$ cat src/ifault_pkg.sv
/*
 * Shared constants and carrier types for the intermittent earth-fault stage.
 * Assumes a 125 MHz clock and samples scaled so that 1.0 pu equals PU_ONE.
 */
package ifault_pkg;
    // Clock and time base; settings are held in 10 ms units.
    localparam int CLK_MHZ   = 125;
    localparam int TICK_MS   = 10;
    localparam int TICK_CYC  = TICK_MS * 1000 * CLK_MHZ;
    localparam int SAMPLE_US = 625;          // Expected spacing of sample strobes.
    // Per-unit scaling of current and voltage samples.
    localparam logic [15:0] PU_ONE     = 16'h1000;
    localparam logic [15:0] PEAK_NORM  = 16'h019a; // 0.1 pu at 50 Hz.
    localparam logic [15:0] PEAK_SENS  = 16'h00cd; // Sensitive level for small networks.
    localparam logic [15:0] U_PCT_STEP = 16'h0029; // One percent of nominal voltage.
    localparam logic [6:0]  HYST_NUM   = 7'h61;    // Release ratio 97/100.
    localparam logic [6:0]  HYST_DEN   = 7'h64;
    // Register byte offsets.
    localparam logic [7:0] CTRL_OFS   = 8'h00;
    localparam logic [7:0] STAT_OFS   = 8'h04;
    localparam logic [7:0] GRP_BASE   = 8'h10;
    localparam logic [7:0] GRP_STRIDE = 8'h08;
    // Control fields.
    localparam int CTRL_EN = 0;
    localparam int CTRL_GRP = 4;   // Two bits wide.
    localparam int CTRL_SENS = 8;
    localparam int CTRL_REV = 9;
    // Group word 0: op[14:0], peaks[20:16], upct[29:24]; word 1: intm[14:0], rst[30:16].
    localparam int W0_PEAK = 16;
    localparam int W0_UPCT = 24;
    localparam int W1_RST = 16;
    // Accepted setting ranges, in 10 ms units where timed.
    localparam logic [4:0]  PEAK_MIN = 5'h01;
    localparam logic [4:0]  PEAK_MAX = 5'h14;
    localparam logic [14:0] OP_MIN   = 15'h0002;
    localparam logic [14:0] T_MAX    = 15'h7530;
    localparam logic [14:0] INT_MIN  = 15'h0001;
    localparam logic [14:0] RST_MIN  = 15'h0006;
    localparam logic [5:0]  UPCT_MIN = 6'h01;
    localparam logic [5:0]  UPCT_MAX = 6'h3c;
    // Reset values of every group and of the control word.
    localparam logic [14:0] OP_RST   = 15'h0010;
    localparam logic [4:0]  PEAK_RST = 5'h02;
    localparam logic [5:0]  UPCT_RST = 6'h0a;
    localparam logic [14:0] INT_RST  = 15'h0014;
    localparam logic [14:0] RST_RST  = 15'h0006;
    localparam logic [31:0] CTRL_RST = 32'h0000_0001;
    // One setting group.
    typedef struct packed {
        logic [14:0] op;
        logic [4:0]  peaks;
        logic [5:0]  upct;
        logic [14:0] intm;
        logic [14:0] rst;
    } grp_s;
    // One instantaneous sample pair.
    typedef struct packed {
        logic        valid;
        logic [15:0] cur;   // Residual current, two's complement.
        logic [15:0] volt;  // Residual voltage magnitude.
    } sample_s;
    localparam grp_s GRP_DEF = '{OP_RST, PEAK_RST, UPCT_RST, INT_RST, RST_RST};
endpackage

$ cat src/intermittent_fault_stage.sv
/*
 * Decision and timing logic of the transient intermittent earth-fault stage,
 * with its four setting groups behind an AXI4-Lite slave.
 * Assumes samples and the block input come from logic on mclk.
 */
// Chosen here: the AXI4-Lite register port and the address map.
`timescale 1ns/1ps
// Notes on behaviour
// - Four independent settings per stage
// - Trip needs all criteria, voltage at trip
// - Hold trip through reset delay 0.06-300 s
// - Peak count accepts 1 to 20
// - Operate delay 0.02-300 s, 0.02 s steps
// - Intermittent time 0.01-300 s, 0.01 s steps
// - Operate timer starts at first peak
// - Count met, delay elapses in window: trip
// - Count short: release when window expires
// - Late final peak in window trips instantly
// - Window expiring before delay releases stage
// - Reject delay shorter than peaks times 10 ms
// - Four selectable setting groups
// - Fixed 0.1 pu peak threshold, 0.05 pu when sensitive
// - Voltage pickup releases below 0.97
// - Instantaneous samples every 625 us
// - Two fixed current sensitivities selectable
// - Start indication is an output
module intermittent_fault_stage
    import ifault_pkg::*;
#(
    parameter int TICK_CYCLES = TICK_CYC
) (
    // Clock and synchronous reset.
    input  wire logic        mclk,
    input  wire logic        reset,
    // Sample stream and auto-reclose block.
    input  wire sample_s     sample,
    input  wire logic        block_in,
    // Stage outputs.
    output logic             start_o,
    output logic             trip_o,
    // AXI4-Lite slave.
    input  wire logic [7:0]  s_awaddr,
    input  wire logic        s_awvalid,
    output logic             s_awready,
    input  wire logic [31:0] s_wdata,
    input  wire logic [3:0]  s_wstrb,
    input  wire logic        s_wvalid,
    output logic             s_wready,
    output logic [1:0]       s_bresp,
    output logic             s_bvalid,
    input  wire logic        s_bready,
    input  wire logic [7:0]  s_araddr,
    input  wire logic        s_arvalid,
    output logic             s_arready,
    output logic [31:0]      s_rdata,
    output logic [1:0]       s_rresp,
    output logic             s_rvalid,
    input  wire logic        s_rready
);
    typedef enum logic [1:0] {IDLE, RUN, HOLD} st_e;
    st_e          st_r, st_nxt;           // Sequence state.
    grp_s         grp_r [4];              // Setting groups.
    logic [31:0]  ctrl_r;                 // Control word.
    logic         rej_r;                  // Last group write was refused.
    logic [20:0]  tdiv_r;                 // 10 ms divider.
    logic         tick;                   // One-cycle 10 ms pulse.
    logic [14:0]  op_r, int_r, rst_r;     // Operate, window, reset timers.
    logic [4:0]   pk_r;                   // Peaks counted in this sequence.
    logic         above_r;                // Current was above threshold last sample.
    logic         upick_r;                // Voltage pickup with hysteresis.
    // Active group and decode of the incoming sample.
    grp_s         g;
    wire  [15:0]  cur_mag = sample.cur[15] ? 16'(-sample.cur) : sample.cur;
    wire  [15:0]  lvl     = ctrl_r[CTRL_SENS] ? PEAK_SENS : PEAK_NORM;
    wire          above   = sample.valid && cur_mag >= lvl
                            && (sample.cur[15] == ctrl_r[CTRL_REV]);
    wire          peak    = above && !above_r;
    // Operands are widened before the product so that no tool keeps it at 16 bits.
    wire  [21:0]  u_th    = 22'(g.upct) * 22'(U_PCT_STEP);
    wire  [22:0]  u_x100  = 23'(sample.volt) * 23'(HYST_DEN);
    wire  [28:0]  th_x97  = 29'(u_th) * 29'(HYST_NUM);
    wire          u_on    = {6'h00, sample.volt} >= u_th;
    wire          u_off   = {6'h00, u_x100} < th_x97;
    wire          enabled = ctrl_r[CTRL_EN] && !block_in;
    wire  [4:0]   pk_now  = pk_r + 5'(peak);
    wire          op_done = op_r >= g.op;
    wire          cnt_ok  = pk_now >= g.peaks;
    wire          win_end = tick && !peak && (int_r + 15'h0001 >= g.intm);
    wire          trip_go = cnt_ok && op_done && upick_r;

    assign g = grp_r[ctrl_r[CTRL_GRP +: 2]];
    assign tick = tdiv_r == 21'(TICK_CYCLES - 1);

    // Free-running divider that marks the 10 ms resolution of all timers.
    always_ff @(posedge mclk) begin
        if (reset || tick) tdiv_r <= '0;
        else tdiv_r <= tdiv_r + 21'h000001;
    end

    // Peak edge memory and voltage pickup; release needs a drop below 97 percent.
    always_ff @(posedge mclk) begin
        if (reset) begin
            above_r <= 1'b0;
            upick_r <= 1'b0;
        end else if (sample.valid) begin
            above_r <= above;
            if (u_on) upick_r <= 1'b1;
            else if (u_off) upick_r <= 1'b0;
        end
    end

    // Next state of the sequence.
    always_comb begin
        st_nxt = st_r;
        case (st_r)
            IDLE: if (enabled && peak) st_nxt = RUN;
            RUN: begin
                if (!enabled) st_nxt = IDLE;
                else if (trip_go) st_nxt = HOLD;
                else if (win_end) st_nxt = IDLE;
            end
            HOLD: begin
                // The trip is held until the stage is blocked or disabled, or the reset delay runs out with the voltage pickup gone.
                if (!enabled) st_nxt = IDLE;
                else if (tick && !upick_r && rst_r + 15'h0001 >= g.rst) st_nxt = IDLE;
            end
            default: st_nxt = IDLE;
        endcase
    end

    // Counters and timers; every path back to idle clears them.
    always_ff @(posedge mclk) begin
        if (reset || st_nxt == IDLE) begin
            op_r <= '0;
            int_r <= '0;
            rst_r <= '0;
            pk_r <= '0;
        end else begin
            pk_r <= (st_r == RUN || peak) && pk_now <= PEAK_MAX ? pk_now : pk_r;
            if (peak) int_r <= '0;
            else if (tick) int_r <= int_r + 15'h0001;
            if (tick && !op_done) op_r <= op_r + 15'h0001;
            if (st_r != HOLD || upick_r) rst_r <= '0;
            else if (tick) rst_r <= rst_r + 15'h0001;
        end
    end

    // State and outputs are registered.
    always_ff @(posedge mclk) begin
        if (reset) begin
            st_r <= IDLE;
            start_o <= 1'b0;
            trip_o <= 1'b0;
        end else begin
            st_r <= st_nxt;
            start_o <= st_nxt != IDLE;
            trip_o <= st_nxt == HOLD;
        end
    end

    // Register bus: write address and data may arrive in either order.
    logic        aw_have_r, w_have_r;
    logic [7:0]  aw_r;
    logic [31:0] w_r;
    wire         do_wr   = aw_have_r && w_have_r && !s_bvalid;
    wire  [7:0]  goff    = aw_r - GRP_BASE;
    wire         is_grp  = aw_r >= GRP_BASE && goff < 8'(4 * GRP_STRIDE) && aw_r[1:0] == 2'b00;
    wire  [1:0]  gidx    = goff[4:3];
    wire         w_full  = &s_wstrb;
    wire         w_ok    = aw_r == CTRL_OFS || is_grp;
    wire  [14:0] n_op    = w_r[14:0];
    wire  [4:0]  n_pk    = w_r[W0_PEAK +: 5];
    wire  [5:0]  n_up    = w_r[W0_UPCT +: 6];
    wire  [14:0] n_rs    = w_r[W1_RST +: 15];
    wire         ok0     = n_pk >= PEAK_MIN && n_pk <= PEAK_MAX
                           && n_op >= OP_MIN && n_op <= T_MAX && !n_op[0]
                           && n_up >= UPCT_MIN && n_up <= UPCT_MAX
                           && n_op >= {10'h000, n_pk};
    wire         ok1     = n_op >= INT_MIN && n_op <= T_MAX
                           && n_rs >= RST_MIN && n_rs <= T_MAX;
    wire         ok_set  = goff[2] ? ok1 : ok0;

    // Capture of address and data, then one response per write.
    always_ff @(posedge mclk) begin
        if (reset) begin
            aw_have_r <= 1'b0;
            w_have_r <= 1'b0;
            s_bvalid <= 1'b0;
            s_bresp <= 2'b00;
            aw_r <= '0;
            w_r <= '0;
        end else begin
            if (s_awvalid && s_awready) begin
                aw_have_r <= 1'b1;
                aw_r <= s_awaddr;
            end
            if (s_wvalid && s_wready) begin
                w_have_r <= 1'b1;
                w_r <= s_wdata;
            end
            if (do_wr) begin
                aw_have_r <= 1'b0;
                w_have_r <= 1'b0;
                s_bvalid <= 1'b1;
                s_bresp <= w_ok ? 2'b00 : 2'b10;
            end else if (s_bvalid && s_bready) s_bvalid <= 1'b0;
        end
    end

    // Ready is offered only while the holding register is empty.
    always_ff @(posedge mclk) begin
        if (reset) begin
            s_awready <= 1'b0;
            s_wready <= 1'b0;
        end else begin
            s_awready <= !aw_have_r && !(s_awvalid && s_awready);
            s_wready <= !w_have_r && !(s_wvalid && s_wready);
        end
    end

    // Settings store; partial-strobe and out-of-range writes leave the group as it was.
    always_ff @(posedge mclk) begin
        if (reset) begin
            ctrl_r <= CTRL_RST;
            rej_r <= 1'b0;
            for (int i = 0; i < 4; i++) grp_r[i] <= GRP_DEF;
        end else if (do_wr && w_full) begin
            if (aw_r == CTRL_OFS) ctrl_r <= w_r;
            else if (is_grp) begin
                rej_r <= !ok_set;
                if (ok_set && !goff[2]) begin
                    grp_r[gidx].op <= n_op;
                    grp_r[gidx].peaks <= n_pk;
                    grp_r[gidx].upct <= n_up;
                end else if (ok_set) begin
                    grp_r[gidx].intm <= n_op;
                    grp_r[gidx].rst <= n_rs;
                end
            end
        end
    end

    // Read side: one read at a time, data held until taken.
    wire  [7:0]  roff = s_araddr - GRP_BASE;
    wire         r_grp = s_araddr >= GRP_BASE && roff < 8'(4 * GRP_STRIDE)
                         && s_araddr[1:0] == 2'b00;
    grp_s        rg;
    assign rg = grp_r[roff[4:3]];
    wire  [31:0] stat = {23'h0, rej_r, upick_r, pk_r, trip_o, start_o};
    wire  [31:0] rmux = s_araddr == CTRL_OFS ? ctrl_r
                      : s_araddr == STAT_OFS ? stat
                      : !r_grp ? 32'h0
                      : roff[2] ? {1'b0, rg.rst, 1'b0, rg.intm}
                      : {2'b00, rg.upct, 3'b000, rg.peaks, 1'b0, rg.op};
    wire         r_ok = s_araddr == CTRL_OFS || s_araddr == STAT_OFS || r_grp;

    always_ff @(posedge mclk) begin
        if (reset) begin
            s_arready <= 1'b0;
            s_rvalid <= 1'b0;
            s_rdata <= '0;
            s_rresp <= 2'b00;
        end else begin
            s_arready <= !s_rvalid && !(s_arvalid && s_arready);
            if (s_arvalid && s_arready) begin
                s_rvalid <= 1'b1;
                s_rdata <= rmux;
                s_rresp <= r_ok ? 2'b00 : 2'b10;
            end else if (s_rvalid && s_rready) s_rvalid <= 1'b0;
        end
    end
endmodule // intermittent_fault_stage

$ cat config.mk
export PLATFORM = sky130hd
export DESIGN_NAME = intermittent_fault_stage
export DESIGN_NICKNAME = d
export VERILOG_FILES = /design/src/ifault_pkg.sv /design/src/intermittent_fault_stage.sv
export SDC_FILE = /design/constraint.sdc
export NUM_CORES = 1
export LEC_CHECK = 0
export BUFFER_PORTS_ARGS = -buffer_cell sky130_fd_sc_hd__buf_2
export CAP_MARGIN = 40
export CORE_AREA = 2 2 203 205
export CTS_BUF_LIST = sky130_fd_sc_hd__clkbuf_8
export DETAILED_ROUTE_END_ITERATION = 8
export DIE_AREA = 0 0 205 207
export PLACE_DENSITY = 0.93
export SYNTH_ARGS = -nofsm -noshare
export SYNTH_HDL_FRONTEND = slang
export SYNTH_SLANG_ARGS = --single-unit
$ cat constraint.sdc
create_clock -name mclk -period 10.95 [get_ports mclk]
set_input_delay 2.19 -clock mclk [delete_from_list [all_inputs] [get_ports mclk]]
set_output_delay 2.19 -clock mclk [all_outputs]
set_load 0.01 [all_outputs]
# Word-level counts from Yosys, hierarchy flattened
# Memory sizes are Yosys's and may differ from the RTL's. A register that Yosys moved wholly into a read port is not among the register bits.
# Cells that the tools add are included.
[op_classes]
add_sub_neg = 8
mul = 3
order_cmp = 22
n_eq_ne = 7
muxes = 42
bitwise = 1
n_reduce_logical = 79
[op_table]
columns = ["op", "n"]
rows = [
  ["31-bit two-way mux", 3],
  ["56-bit two-way mux", 1],
  ["56-bit OR reduction", 1],
  ["15-bit by 1-bit adder with 15-bit output (second input constant)", 3],
  ["15-bit greater-or-equal comparator", 3],
  ["1-bit logical AND", 39],
  ["32-bit two-way mux", 1],
  ["15-bit <= comparator (second input constant)", 2],
  ["2-bit two-way mux", 12],
  ["23-bit by 19-bit less-than comparator with 1-bit output", 1],
  ["1-bit two-way mux", 22],
  ["21-bit by 1-bit adder with 21-bit output (second input constant)", 1],
  ["21-bit == test (second input constant)", 1],
  ["16-bit by 5-bit multiplier with 21-bit output (second input constant)", 1],
  ["12-bit by 7-bit multiplier with 19-bit output (second input constant)", 1],
  ["16-bit by 12-bit greater-or-equal comparator with 1-bit output", 1],
  ["16-bit by 9-bit greater-or-equal comparator with 1-bit output", 1],
  ["8-bit by 5-bit greater-or-equal comparator with 1-bit output (second input constant)", 2],
  ["8-bit zero test", 2],
  ["8-bit by 6-bit less-than comparator with 1-bit output (second input constant)", 2],
  ["16-bit two-way mux", 1],
  ["16-bit negator", 1],
  ["8-bit by 5-bit subtractor with 8-bit output (second input constant)", 2],
  ["15-bit by 1-bit greater-or-equal comparator with 1-bit output (second input constant)", 1],
  ["other kinds (26)", 57],
]
[totals]
regBits = 193
mem_bits_rw = 224
input_bits = 93
word_cells = 187
mem_count = 1
[mem_list]
columns = ["memory", "depth", "width", "read_ports", "rd_ports_with_merged_regs", "wr", "line_no", "rtl"]
rows = [
  ["grp_r", 4, 56, 2, 1, 4, "intermittent_fault_stage.sv:62", "grp_s grp_r [4];"],
]

# Logic depth before layout (Yosys ltp)
[logic_depth]
word_depth = 18
ltp_mapped = 32
ltp_nobuf = 30

# Worst setup path after synthesis
# No wires, ideal clock.
[synth_timing]
path_kind = "reg-to-reg"
startpoint = "register (tool-made name)"
endpoint = "register upick_r"
setup_ps = 120
t_arrival_ps = 7511
t_required_ps = 10830
path_slack_ps = 3319
path_stages_with_launch = 33
path_buffers = 2
synth_period_minus_slack_ps = 7631
cell_sequence = "dfxtp_1 -> buf_1 -> buf_1 -> mux4_2 -> ha_1 -> ha_1 -> ha_1 -> ha_1 -> inv_1 -> fa_1 -> inv_1 -> a21oi_1 -> o21bai_1 -> xor2_1 -> ha_1 -> ha_1 -> ha_1 -> ha_1 -> ha_1 -> nand3_1 -> nand2_1 -> a41o_1 -> nor2_1 -> xor2_1 -> ha_1 -> a21oi_1 -> nor2b_1 -> o21ai_0 -> nor4bb_1 -> o21ai_0 -> nor3_1 -> o311ai_0 -> o31a_1"
[synth_lines]
columns = ["element", "line_no", "rtl"]
rows = [
  ["to (signal assigned)", "intermittent_fault_stage.sv:104", "upick_r <= 1'b0;"],
  ["to (signal assigned)", "intermittent_fault_stage.sv:107", "if (u_on) upick_r <= 1'b1;"],
  ["to (signal assigned)", "intermittent_fault_stage.sv:108", "else if (u_off) upick_r <= 1'b0;"],
  ["to (decl)", "intermittent_fault_stage.sv:70", "logic upick_r;"],
]

==> impl_metrics.tcl <==
set metrics [dict create \
    buffer_ports.inserted 133 \
    power_per_cell_area_nw_per_um2 140.9 \
    layout_commonest_cell "sky130_fd_sc_hd__nand2_1" \
    cts_max_level 3 \
    dieWidth_um 205 \
    setup.worst_path.end_class "flip-flop" \
    critical_path_peak_fanout 32 \
    critPathSlowestCell "sky130_fd_sc_hd__dfxtp_4" \
    min_period_ps 7926 \
    grt_antenna_before_repair 3 \
    max-vdd-ir-drop_uv 137.8 \
    worst-r2r-cell-count 30 \
    grt_setup_unrepaired "no" \
    numCtsBuffers 69 \
    cts_num_sinks 417 \
    synthArstFlopShare 0 \
    num-nets-final 2935 \
    placementRows 74 \
    placedInstanceArea_um2 26740 \
    rr_endpoint "upick_r$_SDFFE_PP0P_" \
    netSwitchingFraction 0.2967 \
    whs_path_depth 2 \
    share_seq_of_total_power 0.436 \
    clock_group_share_of_total_power 0.359 \
    cellLeakagePower_uw 0.01152 \
    final_period_utilization 0.7239 \
    wl_um 73820 \
    cp-endpoint "upick_r$_SDFFE_PP0P_" \
    clock_skew_ps 55.46 \
    synth_cell_type_count 72 \
    clk_path_buf_depth 3 \
    syn_area_per_cell_um2 10.24 \
    most-common-layout-cells "sky130_fd_sc_hd__nand2_1, sky130_fd_sc_hd__ha_1, sky130_fd_sc_hd__edfxtp_1, sky130_fd_sc_hd__a21oi_1, sky130_fd_sc_hd__dfxtp_1" \
    yosys_register_bits 417 \
    layout.cell_area.non_filler_um2 28160 \
    drv.max_cap_violation_count 0 \
    drt_first_pass_iters 6 \
    detail_route.drc_violations 0 \
    run_status "completed" \
    syn_to_final_growth_pct 10.43 \
    crit_path_frequent_cell "sky130_fd_sc_hd__ha_1" \
    root_buffer "sky130_fd_sc_hd__clkbuf_8" \
    timing.critical_path.slowest_cell_delay_ps 770 \
    mappedNetlistArea_um2 25500 \
    fp.coreArea_um2 40370 \
    design.die.area_um2 42440 \
    post_cts_buffers 0 \
    first_global_vias 21720 \
    holdBufCountCts 0 \
    yosys_warnings 0 \
    io_pins 136 \
    floorplan.initialDensity 0.6316 \
    critPathLaunchType "flip-flop" \
    timing_max_transition_violations_final 0 \
    n_antenna_cell 0 \
    synth_flop_cell "sky130_fd_sc_hd__edfxtp_1" \
    comb_power_share 0.205 \
    clock_latency_ps 660 \
    max_slew_margin 0.3507 \
    antenna_violating_nets_post_route 0 \
    groute.usage.overall 0.3480 \
    critical_path_required_ps 11460 \
    vias_per_cell 6.646 \
    worstMarginPinSlew_ps 974.0 \
    setup-violations-final 0 \
    die_height_um 207 \
    synth-edff-count 224 \
    reported_net_switching_power_uw 1178 \
    grt_start_max_net_pins 62 \
    timing.hold.worst.class "reg -> reg" \
    post_cts.resized_instances 0 \
    wire_length_of_the_first_global_routing_pass_um 115100 \
    place.gp.congestion 0.9147 \
    ys_seq_area_frac 0.4153 \
    dpl.hpwl_um 49680 \
    tritoncts "built" \
    syn-instance-count 2491 \
    violation_count_after_the_first_detailed_routing_iteration 2534 \
    totalNegativeSetupSlack_ps 0 \
    fillCellCount 2678 \
    hold_viol_final 0 \
    drive_gt1_frac 0.1609 \
    critical_path_at_ps 8440 \
    fmaxAchievable_mhz 126.2 \
    worstSetupPathType "reg -> reg" \
    routed_wire_length_per_instance_um 23.21 \
    global_route.overflow_total 0 \
    clk_transition_reported_paths_ps 70 \
    regToRegSetupSlack_ps 3020 \
    vias 21130 \
    power_report.internal_total_uw 2791 \
]
==> state kept, by name (all words and copies together) (netlist names), 2 cells and up, named ones only <==
register and cells:
st_r 2, w_r 32, aw_r 8, tdiv_r 21
rst_r 15, ctrl_r 32, pk_r 5, grp_r 224
int_r 15, s_rdata 32, op_r 15
==> layout make-up <==
cell class              count  area, µm²  area share
inverters                 156      585.6     0.02080
multi-input cells        1779      13860      0.4923
clock buffers              82       1129     0.04008
repair buffers            171       1030     0.03657
well taps                 532      665.6     0.02364
clock inverters            43      291.5     0.01035
flip-flops and latches    417      10600      0.3763
==> synthesized netlist by cell type (14+ instances only) <==
cell	number	area share
sky130_fd_sc_hd__o21ai_0	41	0.0080
sky130_fd_sc_hd__ha_1	232	0.11
sky130_fd_sc_hd__xor2_1	57	0.020
sky130_fd_sc_hd__mux2i_1	40	0.016
sky130_fd_sc_hd__and2_1	167	0.041
sky130_fd_sc_hd__buf_1	20	0.0029
sky130_fd_sc_hd__nand2b_1	28	0.0069
sky130_fd_sc_hd__nor3_1	87	0.017
sky130_fd_sc_hd__clkbuf_1	113	0.017
sky130_fd_sc_hd__or3_1	14	0.0034
sky130_fd_sc_hd__and3_1	19	0.0047
sky130_fd_sc_hd__fa_1	16	0.013
sky130_fd_sc_hd__a21oi_1	196	0.038
sky130_fd_sc_hd__edfxtp_1	224	0.26
sky130_fd_sc_hd__nand3_1	37	0.0073
sky130_fd_sc_hd__nand4_1	15	0.0037
sky130_fd_sc_hd__xnor2_1	71	0.024
sky130_fd_sc_hd__mux2_2	34	0.015
sky130_fd_sc_hd__nor2_1	158	0.023
sky130_fd_sc_hd__o21a_1	16	0.0047
sky130_fd_sc_hd__inv_1	155	0.023
sky130_fd_sc_hd__dfxtp_1	193	0.15
sky130_fd_sc_hd__a21o_1	22	0.0065
sky130_fd_sc_hd__a221oi_1	38	0.013
sky130_fd_sc_hd__mux4_2	87	0.077
sky130_fd_sc_hd__nand2_1	247	0.036
==> worst max-delay path: cells and delay by family (launching register included) <==
| family | cells | cell delay [ps] |
|---|---|---|
| buffers and inverters | 2 | 140 |
| DFF | 1 | 770 |
| muxes | 1 | 680 |
| AOI/OAI and AO/OA | 8 | 1350 |
| adders and majority gates | 11 | 3350 |
| xor gates and xnor gates | 2 | 640 |
| and+or+nand+nor | 6 | 810 |
==> stage by stage <==
stage / util / hold slack (ps) / setup WS [ps] / power, µW / cells
2_1_floorplan: - / 425.8 / 3319 / 2320 / 2495
3_3_place_gp: 0.6591 / 438.0 / 3150 / 2485 / 3047
3_5_place_dp: 0.6623 / 447.7 / 3003 / 2550 / 3055
4_1_cts: 0.6975 / 454.7 / 3064 / 3958 / 3180
5_1_grt: 0.6975 / 476.8 / 2555 / 4131 / 3180
6_report: 0.6975 / 455.8 / 3024 / 3968 / 3180
==> worst min-delay path by stage <==
stage | from | endpoint | slack (ps)
floorplan | w_have_r$_SDFFE_PP0P_ | s_wready$_SDFF_PP0_ | 430
global placement | s_rdata[31]$_SDFFE_PP0P_ | s_rdata[31]$_SDFFE_PP0P_ | 440
detailed placement | s_rdata[31]$_SDFFE_PP0P_ | s_rdata[31]$_SDFFE_PP0P_ | 450
CTS | aw_have_r$_SDFFE_PP0P_ | s_awready$_SDFF_PP0_ | 450
global route | ctrl_r[22]$_SDFFE_PP0P_ | ctrl_r[22]$_SDFFE_PP0P_ | 480
finish | ctrl_r[11]$_SDFFE_PP0P_ | ctrl_r[11]$_SDFFE_PP0P_ | 460
==> kinds of logic (layout without fill, tap and decap cells) <==
family,Yosys count,in the layout,share of synthesized area
AND/OR/NAND/NOR,835,835,0.1617
flip-flops,417,417,0.4153
AO/OA/AOI/OAI,402,402,0.09966
buffers and inverters,299,452,0.04519
adder cells (fa/ha/maj),248,248,0.1264
multiplexers,161,161,0.1076
XOR/XNOR,128,128,0.04397
other,1,5,0.0001471
==> power groups by stage <==
stage                     clock network (µW)  logic [µW]  registers [µW]
after floorplan                            0         581            1740
after global placement                     0         733            1750
after detailed placement                   0         793            1760
after CTS                               1430         805            1730
after global routing                    1490         909            1730
final                                   1420         815            1730
==> routing by layer <==
layer | part of all wire | vias to the layer above | wire (µm) | GRT usage
met1 | 0.34 | 10090 | 25420 | 0.4125
met4 | 0.060 | 8 | 4398 | 0.2039
met5 | 0.00077 | - | 57 | 0.003456
met3 | 0.13 | 396 | 9460 | 0.1035
li1 | - | 9139 | - | -
met2 | 0.47 | 1499 | 34480 | 0.5602
Note: power is estimated with default switching activity, not from simulation.
